==> src/core/flash_seq_pkg.sv <==
package flash_seq_pkg;

  // ==========================================================
  // Clock and timing clock window
  // ==========================================================
  localparam int CLK_HZ = 10_000_000;      // Bus clock rate
  localparam int FLASH_TIMING_CLOCK_MIN_HZ = 150_000;    // Slowest timing clock
  localparam int FLASH_TIMING_CLOCK_MAX_HZ = 200_000;    // Fastest timing clock
  // Fewest bus cycles per timing tick, rounded up
  localparam int TICK_CYC_MIN = (CLK_HZ + FLASH_TIMING_CLOCK_MAX_HZ - 1) / FLASH_TIMING_CLOCK_MAX_HZ;
  // Most bus cycles per timing tick, rounded down
  localparam int TICK_CYC_MAX = CLK_HZ / FLASH_TIMING_CLOCK_MIN_HZ;

  // ==========================================================
  // Widths
  // ==========================================================
  localparam int ADDR_W = 16;              // Array word address
  localparam int DATA_W = 16;              // Array word data
  localparam int ROW_LSB = 5;              // Lowest row address bit
  localparam int TMR_W = 16;               // Sequencer tick timer

  // ==========================================================
  // Register offsets (byte addresses)
  // ==========================================================
  localparam logic [7:0] OFS_DIV = 8'h00;  // Divider register
  localparam logic [7:0] OFS_CMD = 8'h04;  // Command holding
  localparam logic [7:0] OFS_ADDR = 8'h08; // Address holding
  localparam logic [7:0] OFS_DATA = 8'h0c; // Data holding
  localparam logic [7:0] OFS_STAT = 8'h10; // Status register
  localparam logic [7:0] OFS_MASK = 8'h14; // Interrupt enables

  // ==========================================================
  // Status fields
  // ==========================================================
  localparam int EV_EMPTY = 0;             // Buffer emptied event
  localparam int EV_DONE = 1;              // Command complete event
  localparam int EV_REFUSED = 2;           // Command refused event
  localparam int ST_BUF_EMPTY = 4;         // Buffer empty level
  localparam int ST_BUSY = 5;              // Sequencer busy level
  localparam int ST_BLANK = 6;             // Last verify result
  localparam int ST_DIV_OK = 7;            // Divider in window

  // ==========================================================
  // Commands
  // ==========================================================
  localparam logic [7:0] CMD_PROGRAM = 8'h20;
  localparam logic [7:0] CMD_ERASE = 8'h40;
  localparam logic [7:0] CMD_VERIFY = 8'h05;

  // ==========================================================
  // Algorithm lengths in timing clock ticks, and reset values
  // ==========================================================
  localparam logic [TMR_W-1:0] HV_RAMP_TICKS = 16'h0004;
  localparam logic [TMR_W-1:0] PROG_TICKS = 16'h0008;
  localparam logic [TMR_W-1:0] ERASE_TICKS = 16'h0020;
  localparam logic [TMR_W-1:0] VERIFY_TICKS = 16'h0002;
  localparam logic [TMR_W-1:0] HV_FALL_TICKS = 16'h0002;
  localparam logic [7:0] DIV_RESET = 8'h00;
  localparam logic [2:0] MASK_RESET = 3'h0;

  // ==========================================================
  // Types
  // ==========================================================
  typedef enum logic [3:0] {
    st_idle = 4'b0001,
    st_ramp = 4'b0010,
    st_run = 4'b0100,
    st_fall = 4'b1000
  } seq_state_t;

  // Request carried to the array
  typedef struct packed {
    logic [7:0] op;
    logic [ADDR_W-1:0] addr;
    logic [DATA_W-1:0] data;
    logic hv_on;
    logic start;
  } array_req_t;

endpackage

==> src/core/flash_command_sequencer.sv <==
// The register addresses and the Wishbone register port were chosen for this implementation.
`timescale 1ns/1ps
`default_nettype none

// Function
// Timed algorithms run from divided timing clock
// Holding registers form a two-stage buffer
// Same-row program chain keeps high voltage on
// Empty and done flags raise enabled interrupts
// Software sets divider for 150-200 kHz first
// Software divider choice accounts for bus clock
// No launch before divider written since reset
module flash_command_sequencer
  import flash_seq_pkg::*;
(
  // Clock and reset
  input wire logic clk,
  input wire logic rst,
  // Wishbone slave
  input wire logic cyc_i,
  input wire logic stb_i,
  input wire logic we_i,
  input wire logic [7:0] adr_i,
  input wire logic [3:0] sel_i,
  input wire logic [31:0] dat_i,
  output logic [31:0] dat_o,
  output logic ack_o,
  // Interrupt
  output logic irq,
  // Flash array side
  output array_req_t array_req,
  input wire logic array_blank
);

  // ==========================================================
  // State
  // ==========================================================
  typedef struct packed {
    seq_state_t st;               // Sequencer state
    logic [7:0] div;              // Timing clock divider
    logic div_ok;                 // Divider written since reset
    logic [7:0] tcnt;             // Divider counter
    logic hb_valid;               // Holding stage full
    logic [7:0] hb_cmd;           // Holding command
    logic [ADDR_W-1:0] hb_addr;   // Holding address
    logic [DATA_W-1:0] hb_data;   // Holding data
    logic [7:0] act_cmd;          // Executing command
    logic [ADDR_W-1:0] act_addr;  // Executing address
    logic [DATA_W-1:0] act_data;  // Executing data
    logic [TMR_W-1:0] timer;      // Ticks left in phase
    logic start;                  // Array start pulse
    logic blank;                  // Last verify result
    logic [2:0] flags;            // Sticky events
    logic [2:0] mask;             // Interrupt enables
    logic ack;                    // Bus acknowledge
    logic [31:0] rdata;           // Read data
  } state_t;

  state_t s;
  state_t next_s;

  // Helper terms
  logic tick;                     // Timing clock tick
  logic div_in_range;             // Divider inside window
  logic [31:0] wmask;             // Byte lane mask
  logic [31:0] wval_div;          // Merged divider write
  logic wr;                       // Write taken this edge
  logic wr_cmd;                   // Command write taken
  logic cmd_legal;                // Written command known
  logic chain;                    // Same-row program follows
  logic [2:0] ev;                 // Events this cycle

  // Byte lanes to bit mask
  always_comb begin
    for (int i = 0; i < 4; i++) begin
      wmask[i*8 +: 8] = {8{sel_i[i]}};
    end
  end

  // Decode of write and divider checks
  always_comb begin
    wr = cyc_i && stb_i && we_i && s.ack;
    wr_cmd = wr && (adr_i == OFS_CMD) && sel_i[0];
    wval_div = ({24'h000000, s.div} & ~wmask) | (dat_i & wmask);
    cmd_legal = (dat_i[7:0] == CMD_PROGRAM) ||
                (dat_i[7:0] == CMD_ERASE) ||
                (dat_i[7:0] == CMD_VERIFY);
    div_in_range = ({24'h000000, s.div} + 32'h1 >= 32'(TICK_CYC_MIN))
                && ({24'h000000, s.div} + 32'h1 <= 32'(TICK_CYC_MAX));
    // Timing clock divided from the bus clock
    tick = s.div_ok && (s.tcnt == s.div);
    chain = (s.act_cmd == CMD_PROGRAM) && s.hb_valid &&
            (s.hb_cmd == CMD_PROGRAM) &&
            (s.hb_addr[ADDR_W-1:ROW_LSB] ==
             s.act_addr[ADDR_W-1:ROW_LSB]);
  end

  // ==========================================================
  // Next state
  // ==========================================================
  always_comb begin
    next_s = s;
    ev = 3'h0;
    next_s.start = 1'b0;
    // Divider counter
    if (tick || !s.div_ok) begin
      next_s.tcnt = 8'h00;
    end else begin
      next_s.tcnt = s.tcnt + 8'h01;
    end
    // Bus acknowledge, one cycle after request
    next_s.ack = cyc_i && stb_i && !s.ack;
    // Read data captured as acknowledge rises
    if (cyc_i && stb_i && !s.ack && !we_i) begin
      unique case (adr_i)
        OFS_DIV: next_s.rdata = {24'h000000, s.div};
        OFS_CMD: next_s.rdata = {24'h000000, s.hb_cmd};
        OFS_ADDR: next_s.rdata = 32'(s.hb_addr);
        OFS_DATA: next_s.rdata = 32'(s.hb_data);
        OFS_STAT: begin
          next_s.rdata = {24'h000000, div_in_range, s.blank,
                          !(s.st == st_idle), !s.hb_valid,
                          1'b0, s.flags};
        end
        OFS_MASK: next_s.rdata = {29'h0, s.mask};
        default: next_s.rdata = 32'h00000000;
      endcase
    end
    // Register writes
    if (wr && adr_i == OFS_DIV && sel_i[0]) begin
      next_s.div = wval_div[7:0];
      next_s.div_ok = 1'b1;
      next_s.tcnt = 8'h00;
    end
    // Address and data load only into an empty holding stage
    if (wr && adr_i == OFS_ADDR && !s.hb_valid) begin
      next_s.hb_addr = ADDR_W'((32'(s.hb_addr) & ~wmask) |
                               (dat_i & wmask));
    end
    if (wr && adr_i == OFS_DATA && !s.hb_valid) begin
      next_s.hb_data = DATA_W'((32'(s.hb_data) & ~wmask) |
                               (dat_i & wmask));
    end
    if (wr_cmd) begin
      // Refuse while divider unset, buffer full or unknown
      if (!s.div_ok || s.hb_valid || !cmd_legal) begin
        ev[EV_REFUSED] = 1'b1;
      end else begin
        next_s.hb_valid = 1'b1;
        next_s.hb_cmd = dat_i[7:0];
      end
    end
    if (wr && adr_i == OFS_MASK && sel_i[0]) begin
      next_s.mask = dat_i[2:0];
    end
    // Sequencer
    unique case (s.st)
      st_idle: begin
        // Launch only with divider set
        if (s.hb_valid && s.div_ok) begin
          next_s.act_cmd = s.hb_cmd;
          next_s.act_addr = s.hb_addr;
          next_s.act_data = s.hb_data;
          next_s.hb_valid = 1'b0;
          ev[EV_EMPTY] = 1'b1;
          next_s.timer = HV_RAMP_TICKS;
          next_s.st = st_ramp;
        end
      end
      st_ramp: begin
        // High voltage settling
        if (tick) begin
          if (s.timer == '0) begin
            next_s.st = st_run;
            next_s.start = 1'b1;
            if (s.act_cmd == CMD_PROGRAM) begin
              next_s.timer = PROG_TICKS;
            end else if (s.act_cmd == CMD_ERASE) begin
              next_s.timer = ERASE_TICKS;
            end else begin
              next_s.timer = VERIFY_TICKS;
            end
          end else begin
            next_s.timer = s.timer - 16'h0001;
          end
        end
      end
      st_run: begin
        // Algorithm body
        if (tick) begin
          if (s.timer == '0) begin
            ev[EV_DONE] = 1'b1;
            if (s.act_cmd == CMD_VERIFY) begin
              next_s.blank = array_blank;
            end
            if (chain) begin
              // Next word on the same row, voltage stays up
              next_s.act_cmd = s.hb_cmd;
              next_s.act_addr = s.hb_addr;
              next_s.act_data = s.hb_data;
              next_s.hb_valid = 1'b0;
              ev[EV_EMPTY] = 1'b1;
              next_s.timer = PROG_TICKS;
              next_s.start = 1'b1;
            end else begin
              next_s.timer = HV_FALL_TICKS;
              next_s.st = st_fall;
            end
          end else begin
            next_s.timer = s.timer - 16'h0001;
          end
        end
      end
      st_fall: begin
        // High voltage discharge
        if (tick) begin
          if (s.timer == '0) begin
            next_s.st = st_idle;
          end else begin
            next_s.timer = s.timer - 16'h0001;
          end
        end
      end
    endcase
    // Sticky flags, set beats write-one-to-clear
    if (wr && adr_i == OFS_STAT && sel_i[0]) begin
      next_s.flags = (s.flags & ~dat_i[2:0]) | ev;
    end else begin
      next_s.flags = s.flags | ev;
    end
  end

  // ==========================================================
  // State register
  // ==========================================================
  always_ff @(posedge clk) begin
    if (rst) begin
      s <= '0;
      s.st <= st_idle;
      s.div <= DIV_RESET;
      s.mask <= MASK_RESET;
    end else begin
      s <= next_s;
    end
  end

  // ==========================================================
  // Outputs
  // ==========================================================
  assign dat_o = s.rdata;
  assign ack_o = s.ack;
  assign irq = |(s.flags & s.mask);
  assign array_req.op = s.act_cmd;
  assign array_req.addr = s.act_addr;
  assign array_req.data = s.act_data;
  assign array_req.hv_on = (s.st == st_ramp) || (s.st == st_run);
  assign array_req.start = s.start;
endmodule

`default_nettype wire

==> config.mk <==
export PLATFORM = sky130hd
export DESIGN_NAME = flash_command_sequencer
export DESIGN_NICKNAME = d
export VERILOG_FILES = /design/src/core/flash_seq_pkg.sv /design/src/core/flash_command_sequencer.sv
export SDC_FILE = /design/constraint.sdc
export NUM_CORES = 1
export LEC_CHECK = 0
export ABC_AREA = 1
export BUFFER_PORTS_ARGS = -buffer_cell sky130_fd_sc_hd__buf_2
export CELL_PAD_IN_SITES_DETAIL_PLACEMENT = 0
export CELL_PAD_IN_SITES_GLOBAL_PLACEMENT = 2
export CORE_MARGIN = 1
export CORE_UTILIZATION = 31
export CTS_CLUSTER_DIAMETER = 40
export DETAILED_ROUTE_END_ITERATION = 16
export PLACE_DENSITY = 0.8
export SETUP_SLACK_MARGIN = 0.15
export SLEW_MARGIN = 20
export SYNTH_ARGS = -nofsm -noshare
export SYNTH_HDL_FRONTEND = slang
export SYNTH_SLANG_ARGS = --single-unit
==> constraint.sdc <==
create_clock -name clk -period 1.78 [get_ports clk]
set_input_delay 0.089 -clock clk [delete_from_list [all_inputs] [get_ports clk]]
set_output_delay 0.089 -clock clk [all_outputs]
set_load 0.02 [all_outputs]
# == Word level (Yosys, flattened, before mapping) ==
# Cells that the tools add are included.
# word_totals
wordCells,154
output_inout_bits,76
in_bits,50
reg_bits,159
# classes
add_sub_neg,3
bitwise,14
n_eq_ne,28
n_mux,44
order_cmp,2
n_reduce_logical,45
# op_table
cell,count
$pmux W16 S6,1
$mux W16,5
$mux W40,2
$pmux W40 S2,1
$pmux W16 S4,1
$mux W58,1
$mux W56,1
$and A16 B16 Y16,3
$mux W4,9
$ge A32 B6 Y1 const B,1
$or A16 B16 Y16,2
$eq A8 B3 Y1 const B,3
$eq A8 B6 Y1 const B,3
$logic_and A1 B1 Y1,23
$mux W9,2
$ne A2 B2 Y1 const B,9
$mux W17,1
$eq A8 B4 Y1 const B,2
$eq A8 B5 Y1 const B,2
$eq A8 B7 Y1 const B,2
$logic_not A16 Y1,1
$not A16 Y16,1
$pmux W4 S4,1
$sub A16 B1 Y16 const B,1
30 further kinds,58

# == Longest topological paths before layout ==
# logic_depth
word_depth,11
depth_mapped,13
mapped_depth_nobuf,13

# == Worst setup path after synthesis ==
# Ideal clock, no wire load.
# synth_timing
path_type,register to register
from,register s (netlist bit ack_o)
to,register s[129] in the netlist's numbering
setup_slack_ns,0.055
synth_period_minus_slack_ns,1.725
n_path_buf,0
path_stages_with_launch,10
required_ns,1.655
setup_ns,0.125
arrival_ns,1.600
path_cell_list,dfxtp_1 -> inv_1 -> nor3_1 -> nand2_1 -> nor2_1 -> inv_1 -> nor2_2 -> inv_1 -> o21ai_0 -> a21oi_1
# synth_via
elab_chain_cells,4
# synth_lines
item,line,rtl
"start, declared",flash_command_sequencer.sv:59,state_t s;
"start signal, assigned",flash_command_sequencer.sv:243,s <= next_s;
$logic_and A1 B1 Y1,flash_command_sequencer.sv:82,wr = cyc_i && stb_i && we_i && s.ack;
$logic_and A1 B1 Y1 (2 in series),flash_command_sequencer.sv:83,wr_cmd = wr && (adr_i == OFS_CMD) && sel_i[0];
$reduce_and A2 Y1 (no source line),--,
# No other way between the ends.
# A chain may end at the register's enable or synchronous reset.

# == Worst setup path after layout ==
# layout_timing
from,register s[42] in the netlist's numbering
to,register s (netlist bit array_req[36])
# layout_via
elab_chain_cells,3
# layout_lines
item,line,rtl
$logic_not A16 Y1,flash_command_sequencer.sv:191,if (s.timer == '0) begin
$ne A2 B2 Y1 (no source line),--,
$reduce_and A5 Y1 (no source line),--,
# No other way between the ends.

==> results.toml <==
[clock_tree]
clk_latency_ns = 0.43
clockBufferDepth = 2
clock_sinks = 143
clk_pin_slew_ns = 0.07
h-tree-depth = 4
cts_tree = "done"
clockRootBuffer = "clkbuf_16"
numCtsBuffers = 17

[die]
ios = 126
initial_utilization_pct = 31.69
rows = 57
die_area_um2 = 25500
coreArea_um2 = 24320
die_width_um = 159.7
dieHeight_um = 159.7

[hold_path]
worstHoldPathCells = 2
worstHoldStart = "rst"
whs_endpoint = "s[45]$_SDFFE_PP0P_"
min_path_type = "in -> reg"

[setup_path]
crit_fanout = 10
worstRegToRegCells = 11
cpLargestDelayFamily = "simple AND/OR/NAND/NOR gates"
cp_slowest_cell = "dfxtp_2"
worst-setup-path-type = "reg -> reg"
max_stage_delay_ns = 0.34
required_ns = 2.14
cp_data_arrival_time_ns = 2.18
critPathLaunchType = "register"
crit_buf_inv = 3
rr_startpoint = "s[42]$_SDFFE_PP0P_"
startpoint = "s[42]$_SDFFE_PP0P_"
r2r_slack_ns = -0.05
end_kind = "register"
r2r_end = "array_req[36]$_SDFFE_PP0P_"
path_cells = "inv_2 -> ha_4 -> buf_6 -> and3_4 -> nand4_1 -> nor2_4 -> nand2_4 -> clkbuf_16 -> nand3_2 -> nand2_1 -> nor2_1"

[timing]
slew_viol_final = 0
period_share_pct = 102.5
relSlewSlack_pct = 66.00
period_minus_slack_ns = 1.825
finalClockSkew_ns = 0.01098
max_freq_ghz = 0.5478
tightest_slew_ns = 0.5020
timing.final.hold_violations = 0
fin_ws_ns = -0.04533
setup_viol = 22
rsz0062_at_grt = "true"

[synthesis]
synth_area_um2 = 7707
yosys_warnings = 0
synth_edf_count = 0
synth_ff_type = "dfxtp_1"
ys_types = 37
synthArstFlopShare_pct = 0
ys_seq_elements = 143
yosysSeqAreaShare_pct = 37.14
avgSynthCellArea_um2 = 6.588
synthCells = 1170

[final_layout]
drive_gt1_share_pct = 31.35
area_growth_pct = 35.47
final_common_cell = "nand2_1"
utilization_pct = 42.93
final_cell_mix = "nand2_1, nor2_1, inv_1"
diodes = 0
design_area_um2 = 10440
fin_nets = 1402

[detailed_routing]
vias = 7674
routed-wl-met2_um = 12210
drt-met1-wl_um = 11470
wl_per_cell_um = 14.96
routed_via_density = 4.560
firstDrtPassIters = 5
route.met3.wl_um = 847
ant_nets = 0
drt_first_iter_violations = 427
drc = 0
wirelength_um = 25170
top_layer_used = "met4"

[global_routing]
grt.overflow.total = 0
grt_pass1_wl_um = 38310
track_usage_pct = 19.32
grt_pass1_vias = 7305
grt_max_degree = 57
antenna_found_initial = 0

[power_and_ir_drop]
clock_power_share_pct = 37.1
power.net_switching_mw = 3.534
ir_drop_mv = 0.5778
pwr-share-seq_pct = 33.5
finalPower_mw = 10.27
p_leak_nw = 5.151
p_per_area_nw_per_um2 = 983.7
p_comb_share_pct = 29.4
p_int_mw = 6.737
p_sw_share_pct = 34.40

[placed_design]
place.port_buffers = 91
placed_area_um2 = 8985
dp_hpwl_um = 18030
gp_congestion = 0.8438

[run_status]
status = "finished, violations left"
violations = "setup timing"

[run]
drv_cap = 0
==> worst max-delay path by stage <==
stage	end	slack (ns)	cells after the start
6_report	array_req[36]$_SDFFE_PP0P_	-0.05	11
5_1_grt	s[50]$_SDFFE_PP0P_	-0.15	12
4_1_cts	array_req[36]$_SDFFE_PP0P_	-0.005	11
3_5_place_dp	array_req[5]$_SDFFE_PP0P_	-0.07	13
3_3_place_gp	array_req[18]$_SDFFE_PP0P_	-0.04	11
2_1_floorplan	register	0.15	6
==> final cells by class <==
class	count	area [um^2]
tap	324	405.4
timing repair buffer	251	1851
multi-input combinational	776	4085
clock buffer	17	425.4
sequential	143	2893
inverter	157	594.3
clock inverter	15	187.7
fill	2576	13880
==> metrics by stage <==
step	TNS [ns]	std cells	setup WS, ns	hold WS [ns]
final	-0.4094	1683	-0.04533	0.05129
after global placement	-1.141	1622	-0.04237	0.3975
after global routing	-6.910	1683	-0.1534	0.06439
after CTS	-0.009301	1669	-0.004864	0.02125
after detailed placement	-2.236	1622	-0.06886	0.4046
after floorplan	0	1185	0.1529	0.2239
==> Yosys cell counts (2+ instances only) <==
library cell | instances | area share (%)
dfxtp_1 | 143 | 37
nand4_1 | 18 | 1.5
buf_2 | 14 | 0.91
buf_6 | 2 | 0.29
nor2_2 | 4 | 0.32
a21oi_1 | 90 | 5.8
nor3_1 | 13 | 0.84
xor2_1 | 4 | 0.45
a31oi_1 | 3 | 0.24
o21ai_0 | 60 | 3.9
nand3_1 | 90 | 5.8
nor2_4 | 4 | 0.58
inv_1 | 154 | 7.5
clkbuf_1 | 21 | 1.0
nand2_1 | 233 | 11
o221ai_1 | 4 | 0.45
buf_4 | 73 | 7.1
nand2_2 | 3 | 0.24
nor2_1 | 185 | 9.0
xnor2_1 | 10 | 1.1
inv_2 | 3 | 0.15
and3_1 | 3 | 0.24
ha_1 | 6 | 0.97
o211ai_1 | 2 | 0.19
nor3b_1 | 2 | 0.19
o22ai_1 | 13 | 1.1
a211oi_1 | 3 | 0.29
==> routing by layer <==
metal,vias up,GRT usage [%]
li1,3994,-
met1,3505,24.17
met2,143,33.78
met4,0,6.731
met5,-,0
met3,32,2.675
==> power groups by stage <==
stage | Clock (mW) | Sequential [mW] | Combinational (mW)
2_1_floorplan | 0 | 3.50 | 1.69
3_3_place_gp | 0 | 3.50 | 2.76
3_5_place_dp | 0 | 3.50 | 2.76
4_1_cts | 3.87 | 3.43 | 2.91
5_1_grt | 4.01 | 3.46 | 3.38
6_report | 3.81 | 3.44 | 3.01
==> cells by family after synthesis <==
kind of cell,count (synthesis),synth area share [%]
AOI/OAI and AO/OA,182,12.86
xor gates and xnor gates,14,1.591
adders and majority gates,6,0.9740
buffers and inverters,267,16.98
DFF,143,37.14
other,1,0.04865
and+or+nand+nor,557,30.41
==> repair_timing <==
item | CTS | global route
hold endpoints to repair | 16 | 0
gates cloned | 1 | 4
buffers inserted | 2 | 10
hold buffers | 12 | 0
gates resized for setup | 45 | 125
endpoints found under the setup margin | 71 | 94
pin swaps | 19 | 33
No activity file was read; power rests on OpenSTA's default activity.
